==> config.mk <==
export PLATFORM = sky130hd
export DESIGN_NAME = gpf_global_pin_cfg
export DESIGN_NICKNAME = d
export VERILOG_FILES = /design/src/hw/gpf_pkg.sv /design/src/hw/gpf_global_pin_cfg.sv /design/src/hw/gpf_route.sv /design/src/hw/gpf_sync3.sv
export SDC_FILE = /design/constraint.sdc
export NUM_CORES = 1
export LEC_CHECK = 0
export ABC_CLOCK_PERIOD_IN_PS = 2210
export BUFFER_PORTS_ARGS = -buffer_cell sky130_fd_sc_hd__buf_2
export CORE_MARGIN = 2
export CORE_UTILIZATION = 40
export DETAILED_ROUTE_END_ITERATION = 8
export HOLD_SLACK_MARGIN = 0.08
export PLACE_DENSITY = 0.64
export SLEW_MARGIN = 20
export SYNTH_ARGS = -nofsm -noshare
export SYNTH_HDL_FRONTEND = slang
export SYNTH_SLANG_ARGS = --single-unit
export TNS_END_PERCENT = 10
==> constraint.sdc <==
create_clock -name sys_clk -period 2.21 [get_ports sys_clk]
set_input_delay 0.3315 -clock sys_clk [delete_from_list [all_inputs] [get_ports sys_clk]]
set_output_delay 0.3315 -clock sys_clk [all_outputs]
set_load 0.02 [all_outputs]
==> src/hw/gpf_pkg.sv <==
// Package for the global pin-function configuration block: offsets, masks,
// reset values, the select carrier and the shared-pin enumeration.
// Assumes a single sys_clk domain and the indexed configuration port.

package gpf_pkg;

  // ----------------------------------------------------------------
  // Register indices
  // ----------------------------------------------------------------
  localparam logic [7:0] GLOBAL_OPT_IDX = 8'h24;
  localparam logic [7:0] ROM_PORT_IDX = 8'h28;
  localparam logic [7:0] ALERT_PINSEL_IDX = 8'h29;
  localparam logic [7:0] I2C_PINSEL_IDX = 8'h2A;
  localparam logic [7:0] MULTIFUNC_IDX = 8'h2C;
  localparam logic [7:0] POWER_PINSEL_IDX = 8'h2D;
  localparam logic [7:0] TEST_A_IDX = 8'h2E;
  localparam logic [7:0] TEST_B_IDX = 8'h2F;

  // ----------------------------------------------------------------
  // Implemented-bit masks (reserved bits clear)
  // ----------------------------------------------------------------
  localparam logic [7:0] GLOBAL_OPT_MASK = 8'h02;
  localparam logic [7:0] ROM_PORT_MASK = 8'h7F;
  localparam logic [7:0] ALERT_PINSEL_MASK = 8'h4F;
  localparam logic [7:0] I2C_SYS_MASK = 8'h03;
  localparam logic [7:0] I2C_BAT_MASK = 8'h30;
  localparam logic [7:0] MULTI_SYS_MASK = 8'hEB;
  localparam logic [7:0] MULTI_BAT_MASK = 8'h04;

  // ----------------------------------------------------------------
  // Reset values
  // ----------------------------------------------------------------
  localparam logic [7:0] ROM_PORT_RST = 8'h50;
  localparam logic [7:0] ALERT_PINSEL_RST = 8'h04;
  localparam logic [7:0] I2C_PINSEL_RST = 8'h00;
  localparam logic [7:0] MULTIFUNC_RST = 8'h00;
  localparam logic [7:0] POWER_PINSEL_RST = 8'h21;
  localparam logic [7:0] TEST_RST = 8'h00;
  // Edges the strap is followed after reset, long enough to refill its synchroniser
  localparam logic [2:0] STRAP_WAIT_CYCLES = 3'h5;

  // ----------------------------------------------------------------
  // Field positions
  // ----------------------------------------------------------------
  localparam int FLASH_EN_BIT = 1;
  localparam int LOW_ROM_DIS_BIT = 4;
  localparam int HIGH_ROM_DIS_BIT = 3;
  localparam int PORT_MODE_TOP_BIT = 2;
  localparam int ALERT_SEL_BIT = 6;
  localparam int UART_A_SEL_BIT = 3;
  localparam int PAIR_SEL_HI_BIT = 2;
  localparam int PAIR_SEL_LO_BIT = 1;
  localparam int GAME_SEL_BIT = 0;
  localparam int EXT_DUMMY_BIT = 5;
  localparam int FAST_READ_BIT = 4;
  localparam int I2C_SEL_BIT = 1;
  localparam int KBD_SEL_BIT = 0;
  localparam int RST3_SEL_BIT = 6;
  localparam int RST2_SEL_BIT = 5;
  localparam int THERM_SD_BIT = 2;

  // Upper address halves of the two ROM windows
  localparam logic [15:0] LOW_ROM_PAGE = 16'h000E;
  localparam logic [15:0] HIGH_ROM_PAGE = 16'hFFFE;

  // ----------------------------------------------------------------
  // Types
  // ----------------------------------------------------------------
  typedef enum logic [1:0] {
    GPF_PAIR_FAN = 2'b00,
    GPF_PAIR_GPIO = 2'b01,
    GPF_PAIR_MIDI = 2'b10
  } gpf_pair_t;

  typedef struct packed {
    logic alert_is_monitor_irq;
    logic uart_a_is_gpio;
    gpf_pair_t pair_func;
    logic game_is_gpio;
    logic i2c_on_pins;
    logic kbd_is_gpio;
    logic pin_three_three_is_reset;
    logic pin_three_two_is_reset;
    logic [7:0] power_pins_are_gpio;
    logic flash_enable;
    logic flash_extend_dummy;
    logic flash_fast_read;
    logic thermal_shutdown_en;
    logic parallel_mode_sel;
  } gpf_route_t;

endpackage

==> src/hw/gpf_global_pin_cfg.sv <==
// Global pin-function configuration: register file behind the indexed
// configuration port, three reset wells, ROM window decode and routing.
// Assumes reset and strap pins are asynchronous; port strobes are synchronous.
`timescale 1ns/1ps
`default_nettype none

module gpf_global_pin_cfg (
  // Clocking
  input wire logic sys_clk,
  input wire logic srst,
  input wire logic ce,
  // Well resets and strap, pin level
  input wire logic resume_well_reset_n,
  input wire logic battery_reset_n,
  input wire logic strap_serial_flash_en,
  // Configuration port
  input wire logic cfg_wr,
  input wire logic cfg_rd,
  input wire logic [7:0] cfg_index,
  input wire logic [7:0] cfg_wdata,
  output logic [7:0] cfg_rdata,
  // Host memory cycle
  input wire logic mem_req,
  input wire logic [31:0] mem_addr,
  output logic rom_hit,
  // Pin routing
  output gpf_pkg::gpf_route_t route
);

  // ----------------------------------------------------------------
  // Pin synchronisers
  // ----------------------------------------------------------------
  logic rsm_n_s;
  logic bat_n_s;
  logic strap_s;

  gpf_sync3 #(.INIT(1'b1)) u_sync_rsm (
    .sys_clk(sys_clk),
    .srst(srst),
    .ce(ce),
    .async_in(resume_well_reset_n),
    .sync_out(rsm_n_s)
  );

  gpf_sync3 #(.INIT(1'b1)) u_sync_bat (
    .sys_clk(sys_clk),
    .srst(srst),
    .ce(ce),
    .async_in(battery_reset_n),
    .sync_out(bat_n_s)
  );

  gpf_sync3 #(.INIT(1'b0)) u_sync_strap (
    .sys_clk(sys_clk),
    .srst(srst),
    .ce(ce),
    .async_in(strap_serial_flash_en),
    .sync_out(strap_s)
  );

  // ----------------------------------------------------------------
  // Helpers
  // ----------------------------------------------------------------
  function automatic logic rom_page_hit(input logic [31:0] addr, input logic [15:0] page);
    rom_page_hit = (addr[31:16] == page);
  endfunction

  function automatic logic [7:0] merge(input logic [7:0] old, input logic [7:0] wd,
                                       input logic [7:0] mask);
    merge = (old & ~mask) | (wd & mask);
  endfunction

  // ----------------------------------------------------------------
  // System-well registers
  // ----------------------------------------------------------------
  logic flash_en_r;
  logic flash_en_nxt;
  logic [2:0] strap_wait_r;
  logic [2:0] strap_wait_nxt;
  logic [7:0] rom_port_r;
  logic [7:0] rom_port_nxt;
  logic [7:0] alert_sel_r;
  logic [7:0] alert_sel_nxt;
  logic [7:0] test_a_r;
  logic [7:0] test_a_nxt;
  logic [7:0] test_b_r;
  logic [7:0] test_b_nxt;
  logic [7:0] port_wd;

  always_comb begin
    flash_en_nxt = flash_en_r;
    strap_wait_nxt = strap_wait_r;
    rom_port_nxt = rom_port_r;
    alert_sel_nxt = alert_sel_r;
    test_a_nxt = test_a_r;
    test_b_nxt = test_b_r;
    port_wd = cfg_wdata;
    // Reserved mode codes are refused; the old mode field stays
    if (cfg_wdata[gpf_pkg::PORT_MODE_TOP_BIT]) begin
      port_wd[2:0] = rom_port_r[2:0];
    end
    // The strap synchroniser is cleared by reset too, so follow it until it has refilled
    if (strap_wait_r != 3'h0) begin
      strap_wait_nxt = strap_wait_r - 3'h1;
      flash_en_nxt = strap_s;
    end else if (cfg_wr && cfg_index == gpf_pkg::GLOBAL_OPT_IDX) begin
      flash_en_nxt = cfg_wdata[gpf_pkg::FLASH_EN_BIT];
    end
    if (cfg_wr) begin
      unique case (cfg_index)
        gpf_pkg::ROM_PORT_IDX: begin
          rom_port_nxt = merge(rom_port_r, port_wd, gpf_pkg::ROM_PORT_MASK);
        end
        gpf_pkg::ALERT_PINSEL_IDX: begin
          alert_sel_nxt = merge(alert_sel_r, cfg_wdata, gpf_pkg::ALERT_PINSEL_MASK);
        end
        gpf_pkg::TEST_A_IDX: begin
          test_a_nxt = cfg_wdata;
        end
        gpf_pkg::TEST_B_IDX: begin
          test_b_nxt = cfg_wdata;
        end
        default: begin
        end
      endcase
    end
  end

  always_ff @(posedge sys_clk) begin
    if (srst) begin
      flash_en_r <= 1'b0;
      strap_wait_r <= gpf_pkg::STRAP_WAIT_CYCLES;
      rom_port_r <= gpf_pkg::ROM_PORT_RST;
      alert_sel_r <= gpf_pkg::ALERT_PINSEL_RST;
      test_a_r <= gpf_pkg::TEST_RST;
      test_b_r <= gpf_pkg::TEST_RST;
    end else if (ce) begin
      flash_en_r <= flash_en_nxt;
      strap_wait_r <= strap_wait_nxt;
      rom_port_r <= rom_port_nxt;
      alert_sel_r <= alert_sel_nxt;
      test_a_r <= test_a_nxt;
      test_b_r <= test_b_nxt;
    end
  end

  // ----------------------------------------------------------------
  // Standby-well registers (resume-well reset only)
  // ----------------------------------------------------------------
  logic [7:0] i2c_sys_r;
  logic [7:0] i2c_sys_nxt;
  logic [7:0] multi_sys_r;
  logic [7:0] multi_sys_nxt;
  logic [7:0] power_sel_r;
  logic [7:0] power_sel_nxt;

  always_comb begin
    i2c_sys_nxt = i2c_sys_r;
    multi_sys_nxt = multi_sys_r;
    power_sel_nxt = power_sel_r;
    if (cfg_wr) begin
      unique case (cfg_index)
        gpf_pkg::I2C_PINSEL_IDX: begin
          i2c_sys_nxt = cfg_wdata & gpf_pkg::I2C_SYS_MASK;
        end
        gpf_pkg::MULTIFUNC_IDX: begin
          multi_sys_nxt = cfg_wdata & gpf_pkg::MULTI_SYS_MASK;
        end
        gpf_pkg::POWER_PINSEL_IDX: begin
          power_sel_nxt = cfg_wdata;
        end
        default: begin
        end
      endcase
    end
  end

  // System reset leaves these alone; they ride out host resets
  always_ff @(posedge sys_clk) begin
    if (ce) begin
      if (!rsm_n_s) begin
        i2c_sys_r <= gpf_pkg::I2C_PINSEL_RST & gpf_pkg::I2C_SYS_MASK;
        multi_sys_r <= gpf_pkg::MULTIFUNC_RST & gpf_pkg::MULTI_SYS_MASK;
        power_sel_r <= gpf_pkg::POWER_PINSEL_RST;
      end else begin
        i2c_sys_r <= i2c_sys_nxt;
        multi_sys_r <= multi_sys_nxt;
        power_sel_r <= power_sel_nxt;
      end
    end
  end

  // ----------------------------------------------------------------
  // Battery-well bits (battery reset only)
  // ----------------------------------------------------------------
  logic [7:0] i2c_bat_r;
  logic [7:0] i2c_bat_nxt;
  logic [7:0] multi_bat_r;
  logic [7:0] multi_bat_nxt;

  always_comb begin
    i2c_bat_nxt = i2c_bat_r;
    multi_bat_nxt = multi_bat_r;
    if (cfg_wr && cfg_index == gpf_pkg::I2C_PINSEL_IDX) begin
      i2c_bat_nxt = cfg_wdata & gpf_pkg::I2C_BAT_MASK;
    end
    if (cfg_wr && cfg_index == gpf_pkg::MULTIFUNC_IDX) begin
      multi_bat_nxt = cfg_wdata & gpf_pkg::MULTI_BAT_MASK;
    end
  end

  always_ff @(posedge sys_clk) begin
    if (ce) begin
      if (!bat_n_s) begin
        i2c_bat_r <= gpf_pkg::I2C_PINSEL_RST & gpf_pkg::I2C_BAT_MASK;
        multi_bat_r <= gpf_pkg::MULTIFUNC_RST & gpf_pkg::MULTI_BAT_MASK;
      end else begin
        i2c_bat_r <= i2c_bat_nxt;
        multi_bat_r <= multi_bat_nxt;
      end
    end
  end

  // ----------------------------------------------------------------
  // Read-back and ROM window decode
  // ----------------------------------------------------------------
  logic [7:0] i2c_sel;
  logic [7:0] multi_sel;
  logic [7:0] rdata_r;
  logic [7:0] rdata_nxt;
  logic rom_hit_r;
  logic rom_hit_nxt;

  assign i2c_sel = i2c_sys_r | i2c_bat_r;
  assign multi_sel = multi_sys_r | multi_bat_r;

  always_comb begin
    rdata_nxt = rdata_r;
    if (cfg_rd) begin
      unique case (cfg_index)
        gpf_pkg::GLOBAL_OPT_IDX: rdata_nxt = {6'h00, flash_en_r, 1'b0};
        gpf_pkg::ROM_PORT_IDX: rdata_nxt = rom_port_r;
        gpf_pkg::ALERT_PINSEL_IDX: rdata_nxt = alert_sel_r;
        gpf_pkg::I2C_PINSEL_IDX: rdata_nxt = i2c_sel;
        gpf_pkg::MULTIFUNC_IDX: rdata_nxt = multi_sel;
        gpf_pkg::POWER_PINSEL_IDX: rdata_nxt = power_sel_r;
        gpf_pkg::TEST_A_IDX: rdata_nxt = test_a_r;
        gpf_pkg::TEST_B_IDX: rdata_nxt = test_b_r;
        default: rdata_nxt = 8'h00;
      endcase
    end
    // Disable bits are active high, so a clear bit opens the window
    rom_hit_nxt = mem_req & (
      (rom_page_hit(mem_addr, gpf_pkg::LOW_ROM_PAGE) & ~rom_port_r[gpf_pkg::LOW_ROM_DIS_BIT])
      | (rom_page_hit(mem_addr, gpf_pkg::HIGH_ROM_PAGE)
         & ~rom_port_r[gpf_pkg::HIGH_ROM_DIS_BIT]));
  end

  always_ff @(posedge sys_clk) begin
    if (srst) begin
      rdata_r <= 8'h00;
      rom_hit_r <= 1'b0;
    end else if (ce) begin
      rdata_r <= rdata_nxt;
      rom_hit_r <= rom_hit_nxt;
    end
  end

  assign cfg_rdata = rdata_r;
  assign rom_hit = rom_hit_r;

  // ----------------------------------------------------------------
  // Routing
  // ----------------------------------------------------------------
  gpf_route u_route (
    .sys_clk(sys_clk),
    .srst(srst),
    .ce(ce),
    .rom_port(rom_port_r),
    .alert_sel(alert_sel_r),
    .i2c_sel(i2c_sel),
    .multi_sel(multi_sel),
    .power_sel(power_sel_r),
    .flash_en(flash_en_r),
    .route(route)
  );

endmodule

`default_nettype wire

==> src/hw/gpf_route.sv <==
// Turns the stored selects into effective pin routing, one cycle later.
// Assumes register images come from flip-flops on the same clock.
`timescale 1ns/1ps
`default_nettype none

module gpf_route (
  // Clocking
  input wire logic sys_clk,
  input wire logic srst,
  input wire logic ce,
  // Register images
  input wire logic [7:0] rom_port,
  input wire logic [7:0] alert_sel,
  input wire logic [7:0] i2c_sel,
  input wire logic [7:0] multi_sel,
  input wire logic [7:0] power_sel,
  input wire logic flash_en,
  // Routing
  output gpf_pkg::gpf_route_t route
);

  gpf_pkg::gpf_route_t route_r;
  gpf_pkg::gpf_route_t route_nxt;

  always_comb begin
    route_nxt = route_r;
    route_nxt.alert_is_monitor_irq = alert_sel[gpf_pkg::ALERT_SEL_BIT];
    route_nxt.uart_a_is_gpio = alert_sel[gpf_pkg::UART_A_SEL_BIT];
    if (alert_sel[gpf_pkg::PAIR_SEL_HI_BIT]) begin
      route_nxt.pair_func = gpf_pkg::GPF_PAIR_MIDI;
    end else if (alert_sel[gpf_pkg::PAIR_SEL_LO_BIT]) begin
      route_nxt.pair_func = gpf_pkg::GPF_PAIR_GPIO;
    end else begin
      route_nxt.pair_func = gpf_pkg::GPF_PAIR_FAN;
    end
    route_nxt.game_is_gpio = alert_sel[gpf_pkg::GAME_SEL_BIT];
    route_nxt.i2c_on_pins = i2c_sel[gpf_pkg::I2C_SEL_BIT];
    route_nxt.kbd_is_gpio = i2c_sel[gpf_pkg::KBD_SEL_BIT];
    // I2C ownership masks the reset-output selects
    route_nxt.pin_three_three_is_reset = multi_sel[gpf_pkg::RST3_SEL_BIT]
      & ~i2c_sel[gpf_pkg::I2C_SEL_BIT];
    route_nxt.pin_three_two_is_reset = multi_sel[gpf_pkg::RST2_SEL_BIT]
      & ~i2c_sel[gpf_pkg::I2C_SEL_BIT];
    route_nxt.power_pins_are_gpio = power_sel;
    route_nxt.flash_enable = flash_en;
    route_nxt.flash_extend_dummy = i2c_sel[gpf_pkg::EXT_DUMMY_BIT] & flash_en;
    route_nxt.flash_fast_read = i2c_sel[gpf_pkg::FAST_READ_BIT] & flash_en;
    route_nxt.thermal_shutdown_en = multi_sel[gpf_pkg::THERM_SD_BIT];
    route_nxt.parallel_mode_sel = ~rom_port[gpf_pkg::PORT_MODE_TOP_BIT];
  end

  // Registered so a select write shows on the pins the cycle after it lands
  always_ff @(posedge sys_clk) begin
    if (srst) begin
      route_r <= '0;
    end else if (ce) begin
      route_r <= route_nxt;
    end
  end

  assign route = route_r;

endmodule

`default_nettype wire

==> src/hw/gpf_sync3.sv <==
// Three-stage synchroniser for a level arriving from a pin.
// The output moves only once the second and third stages agree.
`timescale 1ns/1ps
`default_nettype none

module gpf_sync3 #(
  parameter logic INIT = 1'b1
) (
  // Clocking
  input wire logic sys_clk,
  input wire logic srst,
  input wire logic ce,
  // Level
  input wire logic async_in,
  output logic sync_out
);

  logic s1_r;
  logic s2_r;
  logic s3_r;
  logic out_r;
  logic out_nxt;

  // First stage feeds the second stage only
  always_comb begin
    out_nxt = out_r;
    if (s2_r == s3_r) begin
      out_nxt = s3_r;
    end
  end

  always_ff @(posedge sys_clk) begin
    if (srst) begin
      s1_r <= INIT;
      s2_r <= INIT;
      s3_r <= INIT;
      out_r <= INIT;
    end else if (ce) begin
      s1_r <= async_in;
      s2_r <= s1_r;
      s3_r <= s2_r;
      out_r <= out_nxt;
    end
  end

  assign sync_out = out_r;

endmodule

`default_nettype wire

==> impl_metrics.json <==
{
  "outcome": "completed",
  "tightest_slew_ps": 522.7,
  "die_area_um2": 11350,
  "routed_via_density": 5.337,
  "ys.flop_type": "dfxtp_1",
  "fin_nets": 556,
  "fmax_mhz": 601.4,
  "clk_latency_ps": 360,
  "clock_sinks": 94,
  "drt_iter0_markers": 231,
  "setup_slack_ps": 547.3,
  "rsz0062_at_grt": "no",
  "path_clk_slew_ps": 90,
  "hold_class": "primary input to register",
  "fin_crit_ps": 1663,
  "powerDensity_nw_per_um2": 653.7,
  "skew_ps": 7.107,
  "syn_to_final_growth_pct": 16.90,
  "synth_area_um2": 4205,
  "vdd_drop_max_mv": 0.3113,
  "ys_ff_latch": 94,
  "postCtsHoldBufs": 0,
  "yosysSeqAreaShare_pct": 49.27,
  "power.leakage_nw": 2.068,
  "ys_async_sr_fraction_pct": 0,
  "port_buffers": 71,
  "syn-instance-count": 429,
  "busiest_layer": "met2",
  "grt_usage_pct": 18.85,
  "use_met2_pct": 30.27,
  "cp-end-kind": "register",
  "die_x_um": 106.5,
  "cts_resized": 0,
  "wl_per_cell_um": 16.15,
  "maxSlewViolCount": 0,
  "drc": 0,
  "clock_path_buffers": 2,
  "diodes": 0,
  "hold_viol": 0,
  "antenna_found_initial": 0,
  "dpl.cell_count": 622,
  "postCtsSetupBuffers": 0,
  "layout.cells.non_filler": 638,
  "core_um2": 10280,
  "die_h_um": 106.5,
  "cts_max_level": 3,
  "synth_area_per_cell_um2": 9.803,
  "drt_pass1_iterations": 7,
  "final_util_pct": 47.83,
  "start_util_pct": 40.92,
  "drv_cap": 0,
  "fill_cells": 998,
  "drt-total-wl_um": 10310,
  "antenna_left": 0,
  "syn-num-nets": 488,
  "drive_gt1_share_pct": 22.31,
  "startpoint_type": "register",
  "hpwl_um": 7570,
  "synth-edff-count": 19,
  "fp-row-count": 37,
  "tritoncts": "built",
  "tns_ps": 0,
  "post-route-period-util_pct": 75.24,
  "io_pins": 88,
  "cp.required_ps": 2500,
  "finalSetupViolCount": 0,
  "critPathKind": "register to register",
  "grt_pass1_wl_um": 16530,
  "worstPathArrival_ps": 1950,
  "cts_inserted_buffers": 9,
  "yosysUniqueCellTypes": 56,
  "grt_max_degree": 42,
  "grt_pass1_vias": 3314,
  "vias": 3405,
  "grtUsageMet3_pct": 5.702,
  "path_max_fanout": 3,
  "slew_headroom_pct": 65.16,
  "gr-usage-met1_pct": 24.36,
  "cts_root_buffer": "clkbuf_8",
  "grt_overflow": 0,
  "p_total_mw": 3.214,
  "place_congestion": 0.8274,
  "dp_slack_ps": 206.0,
  "yosysWarningCount": 0
}
## where the power goes
part | switching [mW] | internal [mW]
registers | 0.0185 | 1.78
clock network | 0.613 | 0.488
logic | 0.184 | 0.130
total | 0.815 | 2.40
## per-layer routing
layer | up-vias | routed length, µm
li1 | 1661 | -
met1 | 1585 | 4651
met2 | 140 | 4609
met3 | 19 | 813
met4 | 0 | 230
met5 | - | 0
## metrics by stage
stage	hold slack, ps	cell area (µm²)
4_1_cts	158.0	4916
6_report	174.6	4916
3_3_place_gp	434.7	4725
3_5_place_dp	442.1	4725
5_1_grt	157.6	4916
2_1_floorplan	431.4	4205
## worst max-delay path, cell delays in order (launching register included)
cell	delay (ps)
dfxtp_1	350
nand4b_1	170
or4_1	520
a2111o_1	420
a21oi_1	130
## cell type report
cell class              count  area [µm²]  share of cell area [%]
flip-flops and latches     94        2072                   42.15
multi-input cells         296        1968                   40.04
repair buffers             85       473.0                   9.621
well taps                 136       170.2                   3.461
clock buffers              11       152.6                   3.105
inverters                  11       41.29                  0.8399
clock inverters             5       38.79                  0.7890
## cell usage in the layout, fill, tap and decap left out, drive strengths merged, types with 3 or more instances in the layout
cell    count
dfxtp      75
nor2b      15
clkbuf     11
a22oi       4
inv        14
mux2        3
a31oi       3
a211o       7
buf        85
nand4       5
nor2       41
mux2i      42
a21oi      20
edfxtp     19
mux4        3
nand2b     26
and2       16
nand2      22
o21ai      34
nand3      12
## cell usage after synthesis (2+ instances only)
cell type   n  share of area [%]
o2bb2ai_1   2               0.42
or3_1       2               0.30
o21ai_0    34                4.0
a21oi_1    20                2.4
mux2_2      3               0.80
buf_2       9                1.1
a31oi_1     3               0.45
nand2_1    22                2.0
nor3_1      2               0.24
inv_1      11               0.98
nand2b_1   26                3.9
buf_1       3               0.27
dfxtp_1    75                 36
o21bai_1    2               0.36
mux4_2      3                1.6
a22oi_1     4               0.71
nor2_1     41                3.7
and2_1     16                2.4
edfxtp_1   19                 14
and3_1      2               0.30
nor4_1      2               0.30
a211o_1     7                1.5
nand4b_1    2               0.42
mux2i_1    42                 10
clkbuf_1   15                1.3
nand4_1     4               0.59
ha_1        2               0.59
nor2b_1    15                2.2
a211oi_1    2               0.36
nand3_1    12                1.4
or2_2       2               0.30
## path summary, 6_finish.rpt
check / depth (start not counted) / endpoint / startpoint / slack (ps)
max: 4 / rom_hit / rom_port_r[3] / 550
min: 2 / u_sync_bat.s1_r / battery_reset_n / 170
max reg2reg: 4 / rom_hit / rom_port_r[3] / 550
min reg2reg: 2 / cfg_rdata[5] / cfg_rdata[5] / 460
## state kept, by name, indices dropped and copies added (netlist names), 2 cells and up
name	flops
i2c_sys_r	2
power_sel_r	8
strap_wait_r	3
u_route.route	22
rom_port_r	7
test_a_r	8
cfg_rdata	8
test_b_r	8
i2c_bat_r	2
alert_sel_r	5
multi_sys_r	6
## cells by family after synthesis
logic type / Yosys count / synth area share [%]
AND/OR/NAND/NOR: 158 / 20.65
flip-flops: 94 / 49.27
XOR/XNOR: 1 / 0.2083
adder cells (fa/ha/maj): 2 / 0.5950
buffers and inverters: 39 / 3.927
multiplexers: 48 / 12.41
AO/OA/AOI/OAI: 87 / 12.94
Note: power is estimated with default switching activity, not from simulation.
